===== config.mk =====
export PLATFORM = sky130hd
export DESIGN_NAME = rfq_rx_qual
export DESIGN_NICKNAME = d
export VERILOG_FILES = /design/src/verilog/rfq_pkg.sv /design/src/verilog/rfq_crc32.sv /design/src/verilog/rfq_hold_buf.sv /design/src/verilog/rfq_rx_qual.sv
export SDC_FILE = /design/constraint.sdc
export NUM_CORES = 1
export LEC_CHECK = 0
export BUFFER_PORTS_ARGS = -buffer_cell sky130_fd_sc_hd__buf_2
export CORE_ASPECT_RATIO = 2
export CORE_UTILIZATION = 29
export CTS_BUF_LIST = sky130_fd_sc_hd__clkbuf_8
export CTS_CLUSTER_SIZE = 12
export DETAILED_ROUTE_END_ITERATION = 6
export SLEW_MARGIN = 20
export SYNTH_ARGS = -nofsm -noshare
export SYNTH_HDL_FRONTEND = slang
export SYNTH_SLANG_ARGS = --single-unit

===== constraint.sdc =====
create_clock -name clk_sys_in -period 21.5 [get_ports clk_sys_in]
set_input_delay 2.15 -clock clk_sys_in [delete_from_list [all_inputs] [get_ports clk_sys_in]]
set_output_delay 2.15 -clock clk_sys_in [all_outputs]
set_load 0.02 [all_outputs]

===== src/verilog/rfq_pkg.sv =====
// Purpose: shared constants for the receive frame qualifier
// Assumes: byte-wide line stream, APB register access
// Notes: every offset and non-zero reset value of the block lives here; the checks repeat some counts as literals
package rfq_pkg;
   // ************************************************************
   // stream and frame geometry
   // ************************************************************
   localparam int unsigned DATA_W = 8;
   localparam int unsigned LEN_W = 16;
   localparam int unsigned HOLD_DEPTH = 64;
   localparam logic [15:0] RUNT_LEN = 16'h0040;
   localparam logic [15:0] SHORT_KEEP_LEN = 16'h0008;
   localparam logic [6:0] FCS_BYTES = 7'h04;
   localparam logic [2:0] PRE_LAST_IDX = 3'h7;
   localparam logic [7:0] PRE_BYTE = 8'h55;
   localparam logic [7:0] SFD_BYTE = 8'hD5;
   // ************************************************************
   // crc-32, reflected form
   // ************************************************************
   localparam logic [31:0] CRC_INIT = 32'hFFFFFFFF;
   localparam logic [31:0] CRC_POLY = 32'hEDB88320;
   localparam logic [31:0] CRC_RESIDUE = 32'hDEBB20E3;
   // ************************************************************
   // register map
   // ************************************************************
   localparam logic [7:0] ADDR_CTRL = 8'h00;
   localparam logic [7:0] ADDR_MAXLEN = 8'h04;
   localparam logic [7:0] ADDR_MINLEN = 8'h08;
   localparam logic [7:0] ADDR_MARKER = 8'h0C;
   localparam logic [7:0] ADDR_STATUS = 8'h10;
   localparam logic [7:0] ADDR_MASK = 8'h14;
   localparam logic [7:0] ADDR_STATS = 8'h18;
   localparam int unsigned CTRL_PRE_BIT = 0;
   localparam int unsigned CTRL_SFD_BIT = 1;
   localparam int unsigned CTRL_STRIP_BIT = 2;
   localparam int unsigned CTRL_MASK_BIT = 3;
   localparam logic [3:0] CTRL_RST = 4'h4;
   localparam logic [14:0] MAXLEN_RST = 15'h2580;
   localparam logic [7:0] MINLEN_RST = 8'h40;
   localparam logic [15:0] MARKER_RST = 16'h3FFF;
   // ************************************************************
   // event bits of status and mask
   // ************************************************************
   localparam int unsigned EV_W = 6;
   localparam int unsigned EV_BAD_CRC = 0;
   localparam int unsigned EV_OVER = 1;
   localparam int unsigned EV_UNDER = 2;
   localparam int unsigned EV_RUNT = 3;
   localparam int unsigned EV_PRE = 4;
   localparam int unsigned EV_SFD = 5;
   // ************************************************************
   // receive states, gray along idle-pre-body-flush
   // ************************************************************
   typedef enum logic [2:0] {
      RFQ_IDLE = 3'b000,
      RFQ_PRE = 3'b001,
      RFQ_BODY = 3'b011,
      RFQ_FLUSH = 3'b010,
      RFQ_DISCARD = 3'b111
   } rfq_state_t;
endpackage : rfq_pkg


===== src/verilog/rfq_crc32.sv =====
// Purpose: running frame check over body bytes, lsb first
// Assumes: init before the first body byte
// Notes: match is combinational and includes the byte being updated
`timescale 1ns/1ps
module rfq_crc32 (
   // clock and control
   input wire logic clk_in,
   input wire logic rst_n_in,
   input wire logic ce_in,
   input wire logic init_in,
   // data
   input wire logic upd_in,
   input wire logic [7:0] data_in,
   output logic match_out
);
   logic [31:0] crc_q, crc_d, nxt;
   // one byte of the reflected division per update
   always_comb begin
      nxt = crc_q ^ {24'h000000, data_in};
      for (int b = 0; b < 8; b++) begin
         nxt = nxt[0] ? ((nxt >> 1) ^ rfq_pkg::CRC_POLY) : (nxt >> 1);
      end
      crc_d = init_in ? rfq_pkg::CRC_INIT : (upd_in ? nxt : crc_q);
      match_out = ((upd_in ? nxt : crc_q) == rfq_pkg::CRC_RESIDUE);
   end
   // register
   always_ff @(posedge clk_in or negedge rst_n_in) begin
      if (!rst_n_in) begin
         crc_q <= rfq_pkg::CRC_INIT;
      end else if (ce_in) begin
         crc_q <= crc_d;
      end
   end
endmodule : rfq_crc32


===== src/verilog/rfq_hold_buf.sv =====
// Purpose: circular byte store that delays a frame until its length is known
// Assumes: caller never pops when empty nor pushes when full without popping
// Notes: clear wins over push and pop in the same cycle
`timescale 1ns/1ps
module rfq_hold_buf #(
   parameter int unsigned DW = 8,
   parameter int unsigned DEPTH = 64
) (
   // clock and control
   input wire logic clk_in,
   input wire logic rst_n_in,
   input wire logic ce_in,
   input wire logic clear_in,
   // write side
   input wire logic push_in,
   input wire logic [DW-1:0] push_data_in,
   // read side
   input wire logic pop_in,
   output logic [DW-1:0] pop_data_out,
   output logic [$clog2(DEPTH):0] count_out
);
   localparam int unsigned AW = $clog2(DEPTH);
   // refuse depths that the pointer wrap cannot serve
   if (DEPTH < 2 || (1 << AW) != DEPTH) begin : g_bad_depth
      $error("hold depth must be a power of two");
   end
   logic [DW-1:0] mem_q [DEPTH];
   logic [DW-1:0] mem_d [DEPTH];
   logic [AW-1:0] wr_q, wr_d, rd_q, rd_d;
   logic [AW:0] cnt_q, cnt_d;
   // pointer and storage next state
   always_comb begin
      mem_d = mem_q;
      wr_d = wr_q;
      rd_d = rd_q;
      cnt_d = cnt_q;
      if (clear_in) begin
         wr_d = '0;
         rd_d = '0;
         cnt_d = '0;
      end else begin
         if (push_in) begin
            mem_d[wr_q] = push_data_in;
            wr_d = wr_q + 1'b1;
         end
         if (pop_in) begin
            rd_d = rd_q + 1'b1;
         end
         cnt_d = cnt_q + {{AW{1'b0}}, push_in} - {{AW{1'b0}}, pop_in};
      end
   end
   // register, frozen while the clock enable is low
   always_ff @(posedge clk_in or negedge rst_n_in) begin
      if (!rst_n_in) begin
         for (int i = 0; i < int'(DEPTH); i++) begin
            mem_q[i] <= '0;
         end
         wr_q <= '0;
         rd_q <= '0;
         cnt_q <= '0;
      end else if (ce_in) begin
         mem_q <= mem_d;
         wr_q <= wr_d;
         rd_q <= rd_d;
         cnt_q <= cnt_d;
      end
   end
   assign pop_data_out = mem_q[rd_q];
   assign count_out = cnt_q;
endmodule : rfq_hold_buf


===== src/verilog/rfq_rx_qual.sv =====
// Purpose: receive frame qualification: preamble, delimiter, crc, length
// Assumes: line bytes arrive on clk_sys_in with sop on the first preamble byte
// Notes: frames are held 64 bytes deep so runts vanish from the user side, seen only in the status runt bit and the bad count
//
// The placing of the registers and the APB register port are this design's own decisions.
`timescale 1ns/1ps
module rfq_rx_qual (
   // clock, reset, enable
   input wire logic clk_sys_in,
   input wire logic nrst_in,
   input wire logic ce_in,
   // apb slave
   input wire logic psel_in,
   input wire logic penable_in,
   input wire logic pwrite_in,
   input wire logic [7:0] paddr_in,
   input wire logic [31:0] pwdata_in,
   output logic [31:0] prdata_out,
   output logic pready_out,
   output logic pslverr_out,
   // line side byte stream
   input wire logic rx_in_valid_in,
   input wire logic [7:0] rx_in_data_in,
   input wire logic rx_in_sop_in,
   input wire logic rx_in_eop_in,
   output logic rx_in_ready_out,
   // segmented_packet_bus user side, one byte lane
   output logic rx_out_valid_out,
   output logic [7:0] rx_out_data_out,
   output logic rx_out_sop_out,
   output logic rx_out_eop_out,
   output logic rx_out_err_out,
   // status
   output logic rx_bad_crc_out,
   output logic [15:0] rx_marker_spacing_m1_out,
   output logic irq_out
);
   // ************************************************************
   // reset release
   // ************************************************************
   logic rst_meta_q, rst_n;
   // async assert, release after two edges
   always_ff @(posedge clk_sys_in or negedge nrst_in) begin
      if (!nrst_in) begin
         rst_meta_q <= 1'b0;
         rst_n <= 1'b0;
      end else begin
         rst_meta_q <= 1'b1;
         rst_n <= rst_meta_q;
      end
   end
   // ************************************************************
   // registers
   // ************************************************************
   localparam int unsigned EW = rfq_pkg::EV_W;
   logic [3:0] ctrl_q, ctrl_d;
   logic [14:0] max_q, max_d;
   logic [7:0] min_q, min_d;
   logic [15:0] marker_q, marker_d;
   logic [EW-1:0] status_q, status_d, mask_q, mask_d, ev;
   logic [15:0] good_q, good_d, bad_q, bad_d;
   logic good_inc, bad_inc;
   logic [31:0] rdata_q, rdata_d;
   logic rdy_q, rdy_d, slverr_q, slverr_d, irq_q, irq_d;
   logic apb_acc, apb_done;
   function automatic logic reg_hit(input logic [7:0] a);
      reg_hit = (a == rfq_pkg::ADDR_CTRL) || (a == rfq_pkg::ADDR_MAXLEN) ||
         (a == rfq_pkg::ADDR_MINLEN) || (a == rfq_pkg::ADDR_MARKER) ||
         (a == rfq_pkg::ADDR_STATUS) || (a == rfq_pkg::ADDR_MASK) ||
         (a == rfq_pkg::ADDR_STATS);
   endfunction : reg_hit
   // answer one cycle into access; writes land on the sampling edge
   always_comb begin
      apb_acc = psel_in & penable_in & ~rdy_q;
      apb_done = psel_in & penable_in & rdy_q & pwrite_in & reg_hit(paddr_in);
      rdy_d = apb_acc;
      slverr_d = apb_acc & ~reg_hit(paddr_in); // error only stands with pready
      rdata_d = rdata_q;
      if (apb_acc) begin
         case (paddr_in)
            rfq_pkg::ADDR_CTRL: rdata_d = {28'h0000000, ctrl_q};
            rfq_pkg::ADDR_MAXLEN: rdata_d = {17'h00000, max_q};
            rfq_pkg::ADDR_MINLEN: rdata_d = {24'h000000, min_q};
            rfq_pkg::ADDR_MARKER: rdata_d = {16'h0000, marker_q};
            rfq_pkg::ADDR_STATUS: rdata_d = {26'h0000000, status_q};
            rfq_pkg::ADDR_MASK: rdata_d = {26'h0000000, mask_q};
            rfq_pkg::ADDR_STATS: rdata_d = {bad_q, good_q};
            default: rdata_d = 32'h00000000;
         endcase
      end
      ctrl_d = ctrl_q;
      max_d = max_q;
      min_d = min_q;
      marker_d = marker_q;
      mask_d = mask_q;
      if (apb_done) begin
         case (paddr_in)
            rfq_pkg::ADDR_CTRL: ctrl_d = pwdata_in[3:0];
            rfq_pkg::ADDR_MAXLEN: max_d = pwdata_in[14:0];
            rfq_pkg::ADDR_MINLEN: min_d = pwdata_in[7:0];
            rfq_pkg::ADDR_MARKER: marker_d = pwdata_in[15:0];
            rfq_pkg::ADDR_MASK: mask_d = pwdata_in[EW-1:0];
            default: ctrl_d = ctrl_q;
         endcase
      end
      // set wins over write-one-to-clear
      status_d = status_q;
      if (apb_done && paddr_in == rfq_pkg::ADDR_STATUS) begin
         status_d = status_q & ~pwdata_in[EW-1:0];
      end
      status_d = status_d | ev;
      irq_d = |(status_d & mask_d);
      good_d = good_q + {15'h0000, good_inc};
      bad_d = bad_q + {15'h0000, bad_inc};
   end
   // register file storage
   always_ff @(posedge clk_sys_in or negedge rst_n) begin
      if (!rst_n) begin
         ctrl_q <= rfq_pkg::CTRL_RST;
         max_q <= rfq_pkg::MAXLEN_RST;
         min_q <= rfq_pkg::MINLEN_RST;
         marker_q <= rfq_pkg::MARKER_RST;
         status_q <= '0;
         mask_q <= '0;
         good_q <= 16'h0000;
         bad_q <= 16'h0000;
         rdata_q <= 32'h00000000;
         rdy_q <= 1'b0;
         slverr_q <= 1'b0;
         irq_q <= 1'b0;
      end else if (ce_in) begin
         ctrl_q <= ctrl_d;
         max_q <= max_d;
         min_q <= min_d;
         marker_q <= marker_d;
         status_q <= status_d;
         mask_q <= mask_d;
         good_q <= good_d;
         bad_q <= bad_d;
         rdata_q <= rdata_d;
         rdy_q <= rdy_d;
         slverr_q <= slverr_d;
         irq_q <= irq_d;
      end
   end
   // ************************************************************
   // frame path
   // ************************************************************
   rfq_pkg::rfq_state_t st_q, st_d;
   logic [15:0] len_q, len_d;
   logic [2:0] pidx_q, pidx_d;
   logic pre_err_q, pre_err_d, sfd_err_q, sfd_err_d, trunc_q, trunc_d;
   logic first_q, first_d, err_fin_q, err_fin_d, ordy_q, ordy_d;
   logic [6:0] flush_q, flush_d, cnt, cnt_after;
   logic ov_q, ov_d, osop_q, osop_d, oeop_q, oeop_d, oerr_q, oerr_d;
   logic [7:0] od_q, od_d, pop_data;
   logic bcrc_q, bcrc_d;
   logic acc, push, pop, clr, crc_init, crc_upd, crc_ok, fin;
   logic runt, strip, crc_bad, over, under, pre_e, sfd_e;
   rfq_hold_buf #(
      .DW(rfq_pkg::DATA_W),
      .DEPTH(rfq_pkg::HOLD_DEPTH)
   ) u_hold (
      .clk_in(clk_sys_in),
      .rst_n_in(rst_n),
      .ce_in(ce_in),
      .clear_in(clr),
      .push_in(push),
      .push_data_in(rx_in_data_in),
      .pop_in(pop),
      .pop_data_out(pop_data),
      .count_out(cnt)
   );
   rfq_crc32 u_crc (
      .clk_in(clk_sys_in),
      .rst_n_in(rst_n),
      .ce_in(ce_in),
      .init_in(crc_init),
      .upd_in(crc_upd),
      .data_in(rx_in_data_in),
      .match_out(crc_ok)
   );
   // sequencing; input stalls only while the held tail drains
   always_comb begin
      st_d = st_q;
      len_d = len_q;
      pidx_d = pidx_q;
      pre_err_d = pre_err_q;
      sfd_err_d = sfd_err_q;
      trunc_d = trunc_q;
      first_d = first_q;
      flush_d = flush_q;
      err_fin_d = err_fin_q;
      push = 1'b0;
      pop = 1'b0;
      clr = 1'b0;
      crc_init = 1'b0;
      crc_upd = 1'b0;
      fin = 1'b0;
      ev = '0;
      good_inc = 1'b0;
      bad_inc = 1'b0;
      bcrc_d = 1'b0;
      oeop_d = 1'b0;
      oerr_d = 1'b0;
      acc = rx_in_valid_in & ordy_q;
      case (st_q)
         rfq_pkg::RFQ_IDLE: begin
            if (acc && rx_in_sop_in) begin
               st_d = rfq_pkg::RFQ_PRE;
               pidx_d = 3'h1;
               pre_err_d = (rx_in_data_in != rfq_pkg::PRE_BYTE);
               sfd_err_d = 1'b0;
               len_d = 16'h0000;
               trunc_d = 1'b0;
               first_d = 1'b1;
               crc_init = 1'b1;
               clr = 1'b1;
            end
         end
         rfq_pkg::RFQ_PRE: begin
            if (acc) begin
               if (pidx_q == rfq_pkg::PRE_LAST_IDX) begin
                  sfd_err_d = (rx_in_data_in != rfq_pkg::SFD_BYTE);
                  st_d = rfq_pkg::RFQ_BODY;
               end else begin
                  pre_err_d = pre_err_q | (rx_in_data_in != rfq_pkg::PRE_BYTE);
                  pidx_d = pidx_q + 3'h1;
               end
            end
         end
         rfq_pkg::RFQ_BODY: begin
            if (acc) begin
               push = 1'b1;
               crc_upd = 1'b1;
               len_d = len_q + 16'h0001;
               pop = (cnt == 7'(rfq_pkg::HOLD_DEPTH));
               if (!rx_in_eop_in && len_d == {1'b0, max_q}) begin
                  st_d = rfq_pkg::RFQ_DISCARD;
                  trunc_d = 1'b1;
               end
            end
         end
         rfq_pkg::RFQ_DISCARD: begin
            pop = 1'b0;
         end
         rfq_pkg::RFQ_FLUSH: begin
            pop = 1'b1;
            flush_d = flush_q - 7'h01;
            if (flush_q == 7'h01) begin
               oeop_d = 1'b1;
               oerr_d = err_fin_q;
               clr = 1'b1;
               st_d = rfq_pkg::RFQ_IDLE;
            end
         end
         default: st_d = rfq_pkg::RFQ_IDLE;
      endcase
      if (acc && rx_in_eop_in && st_q != rfq_pkg::RFQ_IDLE && st_q != rfq_pkg::RFQ_FLUSH) begin
         fin = 1'b1;
      end
      if (acc && rx_in_eop_in && st_q == rfq_pkg::RFQ_IDLE && rx_in_sop_in) begin
         fin = 1'b1;
      end
      // verdict at end of frame
      cnt_after = cnt + {6'h00, push} - {6'h00, pop};
      runt = (len_d < rfq_pkg::RUNT_LEN);
      strip = ctrl_q[rfq_pkg::CTRL_STRIP_BIT] & ~trunc_d &
         (len_d > rfq_pkg::SHORT_KEEP_LEN);
      crc_bad = ~trunc_d & ~crc_ok;
      over = trunc_d;
      under = (len_d < {8'h00, min_q});
      pre_e = pre_err_d & ctrl_q[rfq_pkg::CTRL_PRE_BIT];
      sfd_e = sfd_err_d & ctrl_q[rfq_pkg::CTRL_SFD_BIT];
      if (fin) begin
         if (runt) begin
            clr = 1'b1;
            st_d = rfq_pkg::RFQ_IDLE;
            ev[rfq_pkg::EV_RUNT] = 1'b1;
            bad_inc = 1'b1;
         end else begin
            st_d = rfq_pkg::RFQ_FLUSH;
            flush_d = cnt_after - (strip ? rfq_pkg::FCS_BYTES : 7'h00);
            err_fin_d = (crc_bad & ~ctrl_q[rfq_pkg::CTRL_MASK_BIT]) | over | under |
               pre_e | sfd_e;
            ev[rfq_pkg::EV_BAD_CRC] = crc_bad;
            ev[rfq_pkg::EV_OVER] = over;
            ev[rfq_pkg::EV_UNDER] = under;
            ev[rfq_pkg::EV_PRE] = pre_e;
            ev[rfq_pkg::EV_SFD] = sfd_e;
            bcrc_d = crc_bad;
            good_inc = ~(over | under | pre_e | sfd_e) &
               (~crc_bad | ctrl_q[rfq_pkg::CTRL_MASK_BIT]);
            bad_inc = ~good_inc;
         end
      end
      ov_d = pop;
      od_d = pop ? pop_data : od_q;
      osop_d = pop & first_q;
      if (pop) begin
         first_d = 1'b0;
      end
      ordy_d = (st_d != rfq_pkg::RFQ_FLUSH);
   end
   // frame path registers
   always_ff @(posedge clk_sys_in or negedge rst_n) begin
      if (!rst_n) begin
         st_q <= rfq_pkg::RFQ_IDLE;
         len_q <= 16'h0000;
         pidx_q <= 3'h0;
         pre_err_q <= 1'b0;
         sfd_err_q <= 1'b0;
         trunc_q <= 1'b0;
         first_q <= 1'b0;
         flush_q <= 7'h00;
         err_fin_q <= 1'b0;
         ordy_q <= 1'b0;
         ov_q <= 1'b0;
         od_q <= 8'h00;
         osop_q <= 1'b0;
         oeop_q <= 1'b0;
         oerr_q <= 1'b0;
         bcrc_q <= 1'b0;
      end else if (ce_in) begin
         st_q <= st_d;
         len_q <= len_d;
         pidx_q <= pidx_d;
         pre_err_q <= pre_err_d;
         sfd_err_q <= sfd_err_d;
         trunc_q <= trunc_d;
         first_q <= first_d;
         flush_q <= flush_d;
         err_fin_q <= err_fin_d;
         ordy_q <= ordy_d;
         ov_q <= ov_d;
         od_q <= od_d;
         osop_q <= osop_d;
         oeop_q <= oeop_d;
         oerr_q <= oerr_d;
         bcrc_q <= bcrc_d;
      end
   end
   // ************************************************************
   // outputs
   // ************************************************************
   assign prdata_out = rdata_q;
   assign pready_out = rdy_q;
   assign pslverr_out = slverr_q;
   assign rx_in_ready_out = ordy_q;
   assign rx_out_valid_out = ov_q;
   assign rx_out_data_out = od_q;
   assign rx_out_sop_out = osop_q;
   assign rx_out_eop_out = oeop_q;
   assign rx_out_err_out = oerr_q;
   assign rx_bad_crc_out = bcrc_q;
   assign rx_marker_spacing_m1_out = marker_q;
   assign irq_out = irq_q;
endmodule : rfq_rx_qual

==> flow_summary.yaml, run 1 <==
global_route:
  overflow: 0
  antenna_found_initial: 1
  grt_pass1_vias: 24020
  grt_usage_pct: 14.62
  globalRouteMet2Util_pct: 28.09
  grt.busiest_layer: "met2"
  gr-usage-met3_pct: 2.091
  gr-usage-met1_pct: 14.69
  grt_pass1_wl_um: 144000
  grt_max_degree: 184
timing:
  fin_skew_ns: 0.04788
  final.setup.tns_ns: 0
  setup_viol: 0
  whs_ns: 0.3041
  finalHoldViolations: 0
  tightest_slew_ns: 1.072
  rsz0062_at_grt: "no"
  drv_slew: 0
  timing.final.crit_share_pct: 31.37
  max_slew_margin_pct: 28.57
  fin_crit_ns: 6.744
  fmax_ghz: 0.1483
final_layout:
  final_area_um2: 41130
  final_util_pct: 32.72
  layout-drive-gt1-share_pct: 41.97
  area_delta_synth_final_pct: 11.94
  final_nets: 2838
clocking:
  ctsHtreeMaxLevel: 3
  clockBufferDepth: 3
  cts_buffers: 108
  cts_resized: 0
  root_buffer: "clkbuf_8"
  clkSinkCount: 735
  cts_tree: "yes"
  clk_pin_slew_ns: 0.06
  postCtsSetupBuffers: 0
  clk_latency_ns: 0.80
  holdBufCountCts: 0
routing:
  drtIter0Drc: 1369
  drtAntennaViolNets: 0
  via_per_inst: 4.975
  first_pass_iters: 5
  drt-total-wl_um: 92200
  vias: 22490
  routedWlPerCell_um: 20.40
  drc: 0
floorplan:
  die_w_um: 253.7
  chipHeight_um: 505.4
  core_um2: 125700
  ioPinCount: 122
  rows: 184
  die_area_um2: 128200
  start_util_pct: 29.23
place:
  place_hpwl_um: 64050
  port_buffers: 105
  place.gp.congestion: 0.8787
  placed_area_um2: 38880
synth:
  yosys.cell_types.count: 94
  synth_enable_flop_cells: 0
  synthCells: 2695
  synth.area.top_cells: "dfrtp_1, mux2_2, mux4_2, dfstp_2, mux2_4"
  synthFlopType: "dfrtp_1"
  synth_nets: 2781
  avgSynthCellArea_um2: 13.63
  seq_area_frac_synth_pct: 50.24
  synth-seq-cells: 735
  async_flop_share_pct: 100.0
  yosysTopAreaCellShare_pct: 46.52
  yosysTopAreaCell: "dfrtp_1"
  ys_warn_count: 0
  synth_area_um2: 36740
worst_setup_path:
  path_depth: 17
  startpoint_type: "input pin"
  reg2regPathDepth: 21
  crit_slowest_cell: "a2111oi_2"
  critPathBufInv: 2
  critPathMaxFanout: 67
  crit_chain: "buf_2 > buf_4 > xor2_1 > xnor3_1 > xnor3_1 > o31ai_1 > nand3b_1 > a2111oi_2 > a31oi_1 > nand4b_4 > nor2_1 > ha_1 > ha_1 > and3_1 > nand4_1 > nor2_1 > xor2_1"
  crit_arrival_ns: 7.43
  cpLargestDelayFamily: "XOR/XNOR gates"
  slowest_delay_ns: 0.58
  setup.worst_path.end_class: "flip-flop"
  critical_path_class: "in -> reg"
  cp_data_required_time_ns: 22.19
pwr:
  vdd_drop_max_v: 0.00004927
  internal-power_uw: 2571
  p_leak_uw: 0.01889
  powerDensity_nw_per_um2: 94.45
  power_uw: 3884
  pwr-share-clk_pct: 30.0
  switchingPower_uw: 1314
  comb_power_share_pct: 27.4
  p_sw_share_pct: 33.82
  seq_power_share_pct: 42.6
status:
  status: "finished clean"
worst_hold_path:
  hp-class: "reg -> async"
run:
  maxCapViolCount: 0
kinds of logic (layout without fill, tap and decap cells):
group           Yosys count  count (layout)  synth area share, %
simple gates            512             512                8.061
other cells               1               2              0.01021
buf+inv                 233             383                2.578
compound gates          292             292                5.241
flops                   735             735                50.24
mux                     768             768                29.30
fa+ha+maj                30              30                1.035
xor+xnor                124             124                3.532
per-layer routing:
| metal | up-vias | part of all wire, % | wire, um |
|---|---|---|---|
| met5 | - | 0 | 0 |
| met2 | 523 | 56 | 51760 |
| met3 | 234 | 3.5 | 3222 |
| met1 | 11650 | 35 | 32230 |
| li1 | 10080 | - | - |
| met4 | 0 | 5.4 | 4988 |
path summary, 6_finish.rpt:
| path | start | to | slack [ns] |
|---|---|---|---|
| max in group asynchronous | rst_n | u_hold.mem_q[22] | 18.99 |
| hold reg to reg | rst_n | u_hold.mem_q[349] | 0.30 |
| min in group clk_sys_in | rst_meta_q | rst_n | 0.35 |
| setup / recovery | rx_in_data_in[4] | good_q[12] | 14.76 |
| hold / removal | rst_n | u_hold.mem_q[349] | 0.30 |
| setup reg to reg | st_q[0] | good_q[12] | 15.83 |
cells in the final DEF, fill, tap and decap left out, types with 20 or more instances in the layout:
cell      count
nand2_1     144
dfstp_2      52
and3_1       20
nor2_1       91
inv_1        84
ha_1         28
nand3_1      38
nand4_1      26
clkbuf_8    131
buf_2       104
buf_4        32
o21ai_0      69
xor2_1       29
mux2_4       63
xnor2_1      80
nor3_1       24
dfrtp_1     679
nand3_2      28
a21oi_1      74
mux2_2      518
mux4_2      169
cells in the mapped netlist (all sizes together) (20+ instances only):
cell type	count
nand4	28
mux2	582
mux4	169
nor2	118
ha	28
and3	20
dfstp	52
nor3	26
xor2	30
o21ai	70
nand3	67
xnor2	84
dfrtp	683
buf	55
nand2	144
inv	39
a21oi	75
clkbuf	138
worst register-to-register path: stages (launching register included):
cell and delay, ns:
dfrtp_1 0.71, and2_1 0.50, nand2_1 0.16, inv_1 0.15, buf_4 0.35, nand2_1 0.10
o21ai_0 0.45, ha_1 0.29, nor4_1 0.06, o311ai_0 0.10, o22ai_1 0.16, maj3_1 0.37
nor2_1 0.09, or4_1 0.30, nand4b_4 0.17, nor2_1 0.15, ha_1 0.40, ha_1 0.28
and3_1 0.24, nand4_1 0.21, nor2_1 0.18, xor2_1 0.16
power groups by stage:
| stage | Sequential (uW) | Clock (uW) | Combinational [uW] |
|---|---|---|---|
| floorplan | 1620 | 0 | 833 |
| global placement | 1670 | 0 | 1060 |
| detailed placement | 1680 | 0 | 1070 |
| CTS | 1650 | 1210 | 1080 |
| global route | 1670 | 1260 | 1150 |
| finish | 1650 | 1170 | 1070 |
flip-flops by register name, summed over array words and instances (netlist names), 6 cells and up:
signal	cells
flush_q	7
rx_out_data_out	8
status_q	6
u_hold.rd_q	6
u_hold.count_out	7
min_q	8
rx_marker_spacing_m1_out	16
max_q	15
u_crc.crc_q	32
mask_q	6
u_hold.mem_q	512
prdata_out	32
bad_q	16
good_q	16
u_hold.wr_q	6
len_q	16
area by class of cell:
type,instances,area [um2]
well taps,1674,2095
diodes,1,2.502
clock inverters,72,430.4
flip-flops and latches,735,18470
inverters,40,150.1
multi-input cells,1727,17350
fillers,12510,84570
clock buffers,131,1803
repair buffers,140,823.3
per-stage QoR:
stage,setup slack [ns],instances
CTS,14.72,4519
finish,14.76,4520
global route,14.49,4520
global placement,13.94,4316
floorplan,9.609,2695
detailed placement,13.89,4316
Note: power is estimated with default switching activity, not from simulation.
==> inputs of run 2 (changes only) <==
==> constraint.sdc (replaced) <==
create_clock -name clk_sys_in -period 5.6 [get_ports clk_sys_in]
set_input_delay 0.56 -clock clk_sys_in [delete_from_list [all_inputs] [get_ports clk_sys_in]]
set_output_delay 0.56 -clock clk_sys_in [all_outputs]
set_load 0.02 [all_outputs]
==> flow_summary.yaml, run 2 (synthesis results as in run 1) <==
routing:
  drt-total-wl_um: 93640
  first_pass_iters: 5
  drtAntennaViolNets: 0
  met1_length_um: 32990
  wl_met3_um: 2798
  drc: 0
  dr_wl_met2_um: 53390
  vias: 22590
  drtIter0Drc: 1302
  highest_layer: "met4"
  routedWlPerCell_um: 20.56
  via_per_inst: 4.961
place:
  place_hpwl_um: 66270
  place.gp.congestion: 0.8885
  placed_area_um2: 39110
  port_buffers: 105
  place_inst: 4335
  place_ws_ns: 0.4908
floorplan:
  die_area_um2: 128200
  chipHeight_um: 505.4
  core_um2: 125700
  start_util_pct: 29.23
  rows: 184
  die_w_um: 253.7
  ioPinCount: 122
global_route:
  antenna_found_initial: 1
  grt_pass1_vias: 24250
  grt_pass1_wl_um: 146200
  grt_max_degree: 162
  grt_usage_pct: 14.87
  overflow: 0
final_layout:
  stdcell_count: 4554
  final_area_um2: 41600
  layout.cells.most_common: "dfrtp_1"
  largest_register_ffs: 512
  area_delta_synth_final_pct: 13.22
  final_nets: 2870
  register_area_um2: 18470
  multi_input_area_um2: 17350
  top_register: "u_hold.mem_q"
  most-common-layout-cells: "dfrtp_1, mux2_2, mux4_2"
  fill_cells: 12400
  final_util_pct: 33.09
  layout-drive-gt1-share_pct: 42.77
clocking:
  cts_resized: 0
  root_buffer: "clkbuf_8"
  cts_tree: "yes"
  postCtsSetupBuffers: 0
  holdBufCountCts: 12
  clockBufferDepth: 3
  clkSinkCount: 735
  ctsHtreeMaxLevel: 3
  clk_latency_ns: 0.83
  cts_buffers: 109
  clk_pin_slew_ns: 0.07
pwr:
  powerDensity_nw_per_um2: 368.3
  power_uw: 15320
  p_leak_uw: 0.01908
  vdd_drop_max_v: 0.0001733
timing:
  timing.final.crit_share_pct: 89.32
  fin_skew_ns: 0.07020
  drv_slew: 0
  setup_viol: 0
  max_slew_margin_pct: 26.97
  finalHoldViolations: 0
  tightest_slew_ns: 1.091
  fin_crit_ns: 5.002
  fmax_ghz: 0.1999
  rsz0062_at_grt: "no"
  layout_setup_ws_ns: 0.5978
worst_hold_path:
  hp-class: "in -> reg"
worst_setup_path:
  setup.worst_path.end_class: "flip-flop"
  crit_arrival_ns: 5.72
  startpoint_type: "flip-flop"
  critical_path_class: "reg -> reg"
  cp_data_required_time_ns: 6.32
  critPathMaxFanout: 4
status:
  status: "finished clean"
run:
  maxCapViolCount: 0
## run 2: layout make-up
class                   count  share of cell area [%]
diodes                      2                 0.01203
clock buffers             139                   4.599
clock inverters            66                   1.086
inverters                  40                  0.3609
multi-input cells        1727                   41.70
flip-flops and latches    735                   44.40
well taps                1674                   5.035
repair buffers            171                   2.803
## run 2: final timing paths
check | cells past startpoint | slack [ns] | from | end
hold reg to reg | 0 | 0.35 | rst_n | u_hold.mem_q[318]
setup reg to reg | 15 | 0.60 | u_crc.crc_q[4] | good_q[12]
max in group asynchronous | 2 | 3.66 | rst_n | rx_marker_spacing_m1_out[7]
setup / recovery | 15 | 0.60 | u_crc.crc_q[4] | good_q[12]
hold / removal | 2 | 0.1 | pwdata_in[5] | mask_q[5]
min in group asynchronous | 0 | 0.35 | rst_n | u_hold.mem_q[318]
## run 2: routing by layer
layer / vias to the layer above / track usage (%)
met1: 11750 / 14.82
met5: - / 0
li1: 10120 / -
met4: 0 / 7.957
met3: 225 / 1.833
met2: 499 / 29.16
## run 2: worst max-delay path, cell delays in order, from the launching register on
cell and delay (ns):
dfstp_2 0.57, xor2_1 0.42, xnor3_1 0.55, xnor3_1 0.39, o31ai_1 0.53, nand3b_1 0.17
a2111oi_2 0.51, a31oi_1 0.14, nand4b_4 0.23, nor2_1 0.18, ha_1 0.25, ha_1 0.20
and3_1 0.27, nand4_1 0.20, nor2_1 0.17, xor2_1 0.15
## run 2: stage by stage
| step | TNS, ns | hold slack, ns |
|---|---|---|
| 3_3_place_gp | 0 | 0.3373 |
| 5_1_grt | 0 | 0.09419 |
| 4_1_cts | 0 | 0.01924 |
| 2_1_floorplan | -997.93 | 0.2644 |
| 6_report | 0 | 0.09815 |
| 3_5_place_dp | 0 | 0.3403 |
## run 2: power breakdown
group          switching [uW]  internal (uW)  leakage (uW)  total, uW
clock                    2260           2450       0.00134       4710
sequential                612           5780       0.00994       6390
combinational            2320           1900       0.00780       4220
==> inputs of run 3 (changes only) <==
--- a/config.mk
+++ b/config.mk
@@ -6,11 +6,14 @@
 export NUM_CORES = 1
 export LEC_CHECK = 0
 export BUFFER_PORTS_ARGS = -buffer_cell sky130_fd_sc_hd__buf_2
+export CELL_PAD_IN_SITES_DETAIL_PLACEMENT = 1
+export CELL_PAD_IN_SITES_GLOBAL_PLACEMENT = 1
 export CORE_ASPECT_RATIO = 2
 export CORE_UTILIZATION = 29
 export CTS_BUF_LIST = sky130_fd_sc_hd__clkbuf_8
 export CTS_CLUSTER_SIZE = 12
 export DETAILED_ROUTE_END_ITERATION = 6
+export PLACE_DENSITY_LB_ADDON = 0.1
 export SLEW_MARGIN = 20
 export SYNTH_ARGS = -nofsm -noshare
 export SYNTH_HDL_FRONTEND = slang
==> flow_summary.yaml, run 3 (synthesis results as in run 1) <==
routing:
  via_per_inst: 5.092
  drtIter0Drc: 1051
  drtAntennaViolNets: 0
  routedWlPerCell_um: 26.86
  drt-total-wl_um: 123000
  vias: 23310
  first_pass_iters: 5
  drc: 0
place:
  place_inst: 4358
  place_hpwl_um: 88540
  port_buffers: 105
  place_ws_ns: 0.1573
  place.gp.congestion: 0.8375
worst_hold_path:
  hold_end: "status_q[4]"
  hp-class: "in -> reg"
  min_path_cells: 3
  hold_path_startpoint: "pwdata_in[4]"
worst_setup_path:
  r2r_start: "st_q[0]"
  rrSetupSlack_ns: 0.35
  r2r-end: "bad_q[13]"
  critical_path_class: "reg -> reg"
  crit_arrival_ns: 5.92
  slowest_delay_ns: 0.58
  setup.worst_path.end_class: "flip-flop"
  critPathMaxFanout: 9
  cp_data_required_time_ns: 6.26
  reg2regPathDepth: 22
  startpoint_type: "flip-flop"
  crit_slowest_cell: "or4_1"
  crit_chain: "and2_1 > buf_4 > o21a_2 > nand2_1 > a21oi_1 > inv_1 > ha_1 > nor4_1 > o311ai_0 > o22ai_1 > maj3_1 > nor2_1 > or4_1 > nand4b_4 > o21a_1 > ha_1 > nand4_1 > inv_1 > nand3_1 > nor2_1 > nand3_1 > xnor2_1"
final_layout:
  final_util_pct: 33.20
  final_nets: 2899
  top_register: "u_hold.mem_q"
  most-common-layout-cells: "dfrtp_1, mux2_2, mux4_2"
  stdcell_count: 4577
  layout-drive-gt1-share_pct: 42.69
  largest_register_ffs: 512
  layout.cells.most_common: "dfrtp_1"
  area_delta_synth_final_pct: 13.61
pwr:
  p_leak_uw: 0.01921
  internal-power_uw: 10150
  p_sw_share_pct: 35.05
  vdd_drop_max_v: 0.0001646
  pwr-share-clk_pct: 30.2
  switchingPower_uw: 5478
  power_uw: 15630
  powerDensity_nw_per_um2: 374.4
  comb_power_share_pct: 28.7
  seq_power_share_pct: 41.0
floorplan:
  rows: 184
  die_area_um2: 128200
  chipHeight_um: 505.4
  die_w_um: 253.7
  core_um2: 125700
  start_util_pct: 29.23
  ioPinCount: 122
timing:
  rsz0062_at_grt: "no"
  fin_crit_ns: 5.253
  final.setup.tns_ns: 0
  finalHoldViolations: 0
  max_slew_margin_pct: 27.58
  fmax_ghz: 0.1904
  tightest_slew_ns: 1.073
  layout_setup_ws_ns: 0.3468
  drv_slew: 0
  fin_skew_ns: 0.04725
  timing.final.crit_share_pct: 93.81
  setup_viol: 0
global_route:
  grt_pass1_wl_um: 185300
  grt_max_degree: 162
  grt.busiest_layer: "met2"
  globalRouteMet2Util_pct: 39.14
  gr-usage-met3_pct: 2.410
  grt_usage_pct: 19.74
  gr-usage-met1_pct: 19.53
  antenna_found_initial: 2
  overflow: 0
  grt_pass1_vias: 26850
status:
  status: "finished clean"
clocking:
  clk_pin_slew_ns: 0.07
  cts_buffers: 115
  clkSinkCount: 735
  root_buffer: "clkbuf_8"
  ctsHtreeMaxLevel: 3
  postCtsSetupBuffers: 0
  cts_tree: "yes"
  clk_latency_ns: 0.82
  clockBufferDepth: 3
run:
  maxCapViolCount: 0
[run 3: changes by cell type in the layout (fill, tap and decap cells not counted), sizes merged]
cell,previous run,this run
bufinv,4,3
clkinv,24,11
buf,159,182
clkinvlp,4,1
diode,2,3
inv,74,88
clkbuf,139,141
[run 3: power groups by stage]
stage | sequential [uW] | clock (uW) | combinational (uW)
4_1_cts | 6420 | 4970 | 4600
3_3_place_gp | 6490 | 0 | 4530
3_5_place_dp | 6520 | 0 | 4570
5_1_grt | 6480 | 5150 | 4860
2_1_floorplan | 6220 | 0 | 3200
6_report | 6410 | 4720 | 4490
[run 3: area by class of cell]
type | count | area, um2
Antenna cell | 3 | 7.507
Clock buffer | 141 | 1941
Clock inverter | 63 | 386.6
Fill cell | 13340 | 83960
Inverter | 40 | 150.1
Multi-Input combinational cell | 1727 | 17350
Sequential cell | 735 | 18470
Tap cell | 1674 | 2095
Timing Repair Buffer | 194 | 1339
[run 3: through the flow]
| stage | area [um2] | hold WS, ns |
|---|---|---|
| finish | 41740 | 0.1452 |
| global route | 41740 | 0.09010 |
| CTS | 41730 | 0.03745 |
| detailed placement | 39280 | 0.3457 |
| global placement | 39280 | 0.3367 |
| floorplan | 36740 | 0.2644 |
[run 3: worst max-delay path, delay by kind of cell, from the launching register on]
family	cells	cell delay (ns)
simple gates	10	1.99
fa+ha+maj	3	0.67
buf+inv	3	0.45
flops	1	0.50
xor+xnor	1	0.14
compound gates	5	1.34
[run 3: worst max-delay path by stage]
stage	start	to	slack (ns)
floorplan	rst_n	bad_q[0]	-1.47
global placement	rx_in_valid_in	bad_q[13]	0.20
detailed placement	rx_in_valid_in	bad_q[13]	0.16
CTS	st_q[0]	bad_q[13]	0.19
global route	st_q[0]	bad_q[13]	0.008
finish	st_q[0]	bad_q[13]	0.35
[run 3: per-layer routing]
metal  wire, um  up-vias  part of all wire [%]
met2      71880      386                    58
met3       3101      221                   2.5
met1      41580    12540                    34
li1           -    10160                     -
met4       6390        2                   5.2
met5         11        -                0.0089
[run 3: what timing repair did]
item,CTS,global route
hold buffers,12,0
gates resized for setup,0,1
endpoints found under the setup margin,0,3
endpoints found under the hold margin,23,0
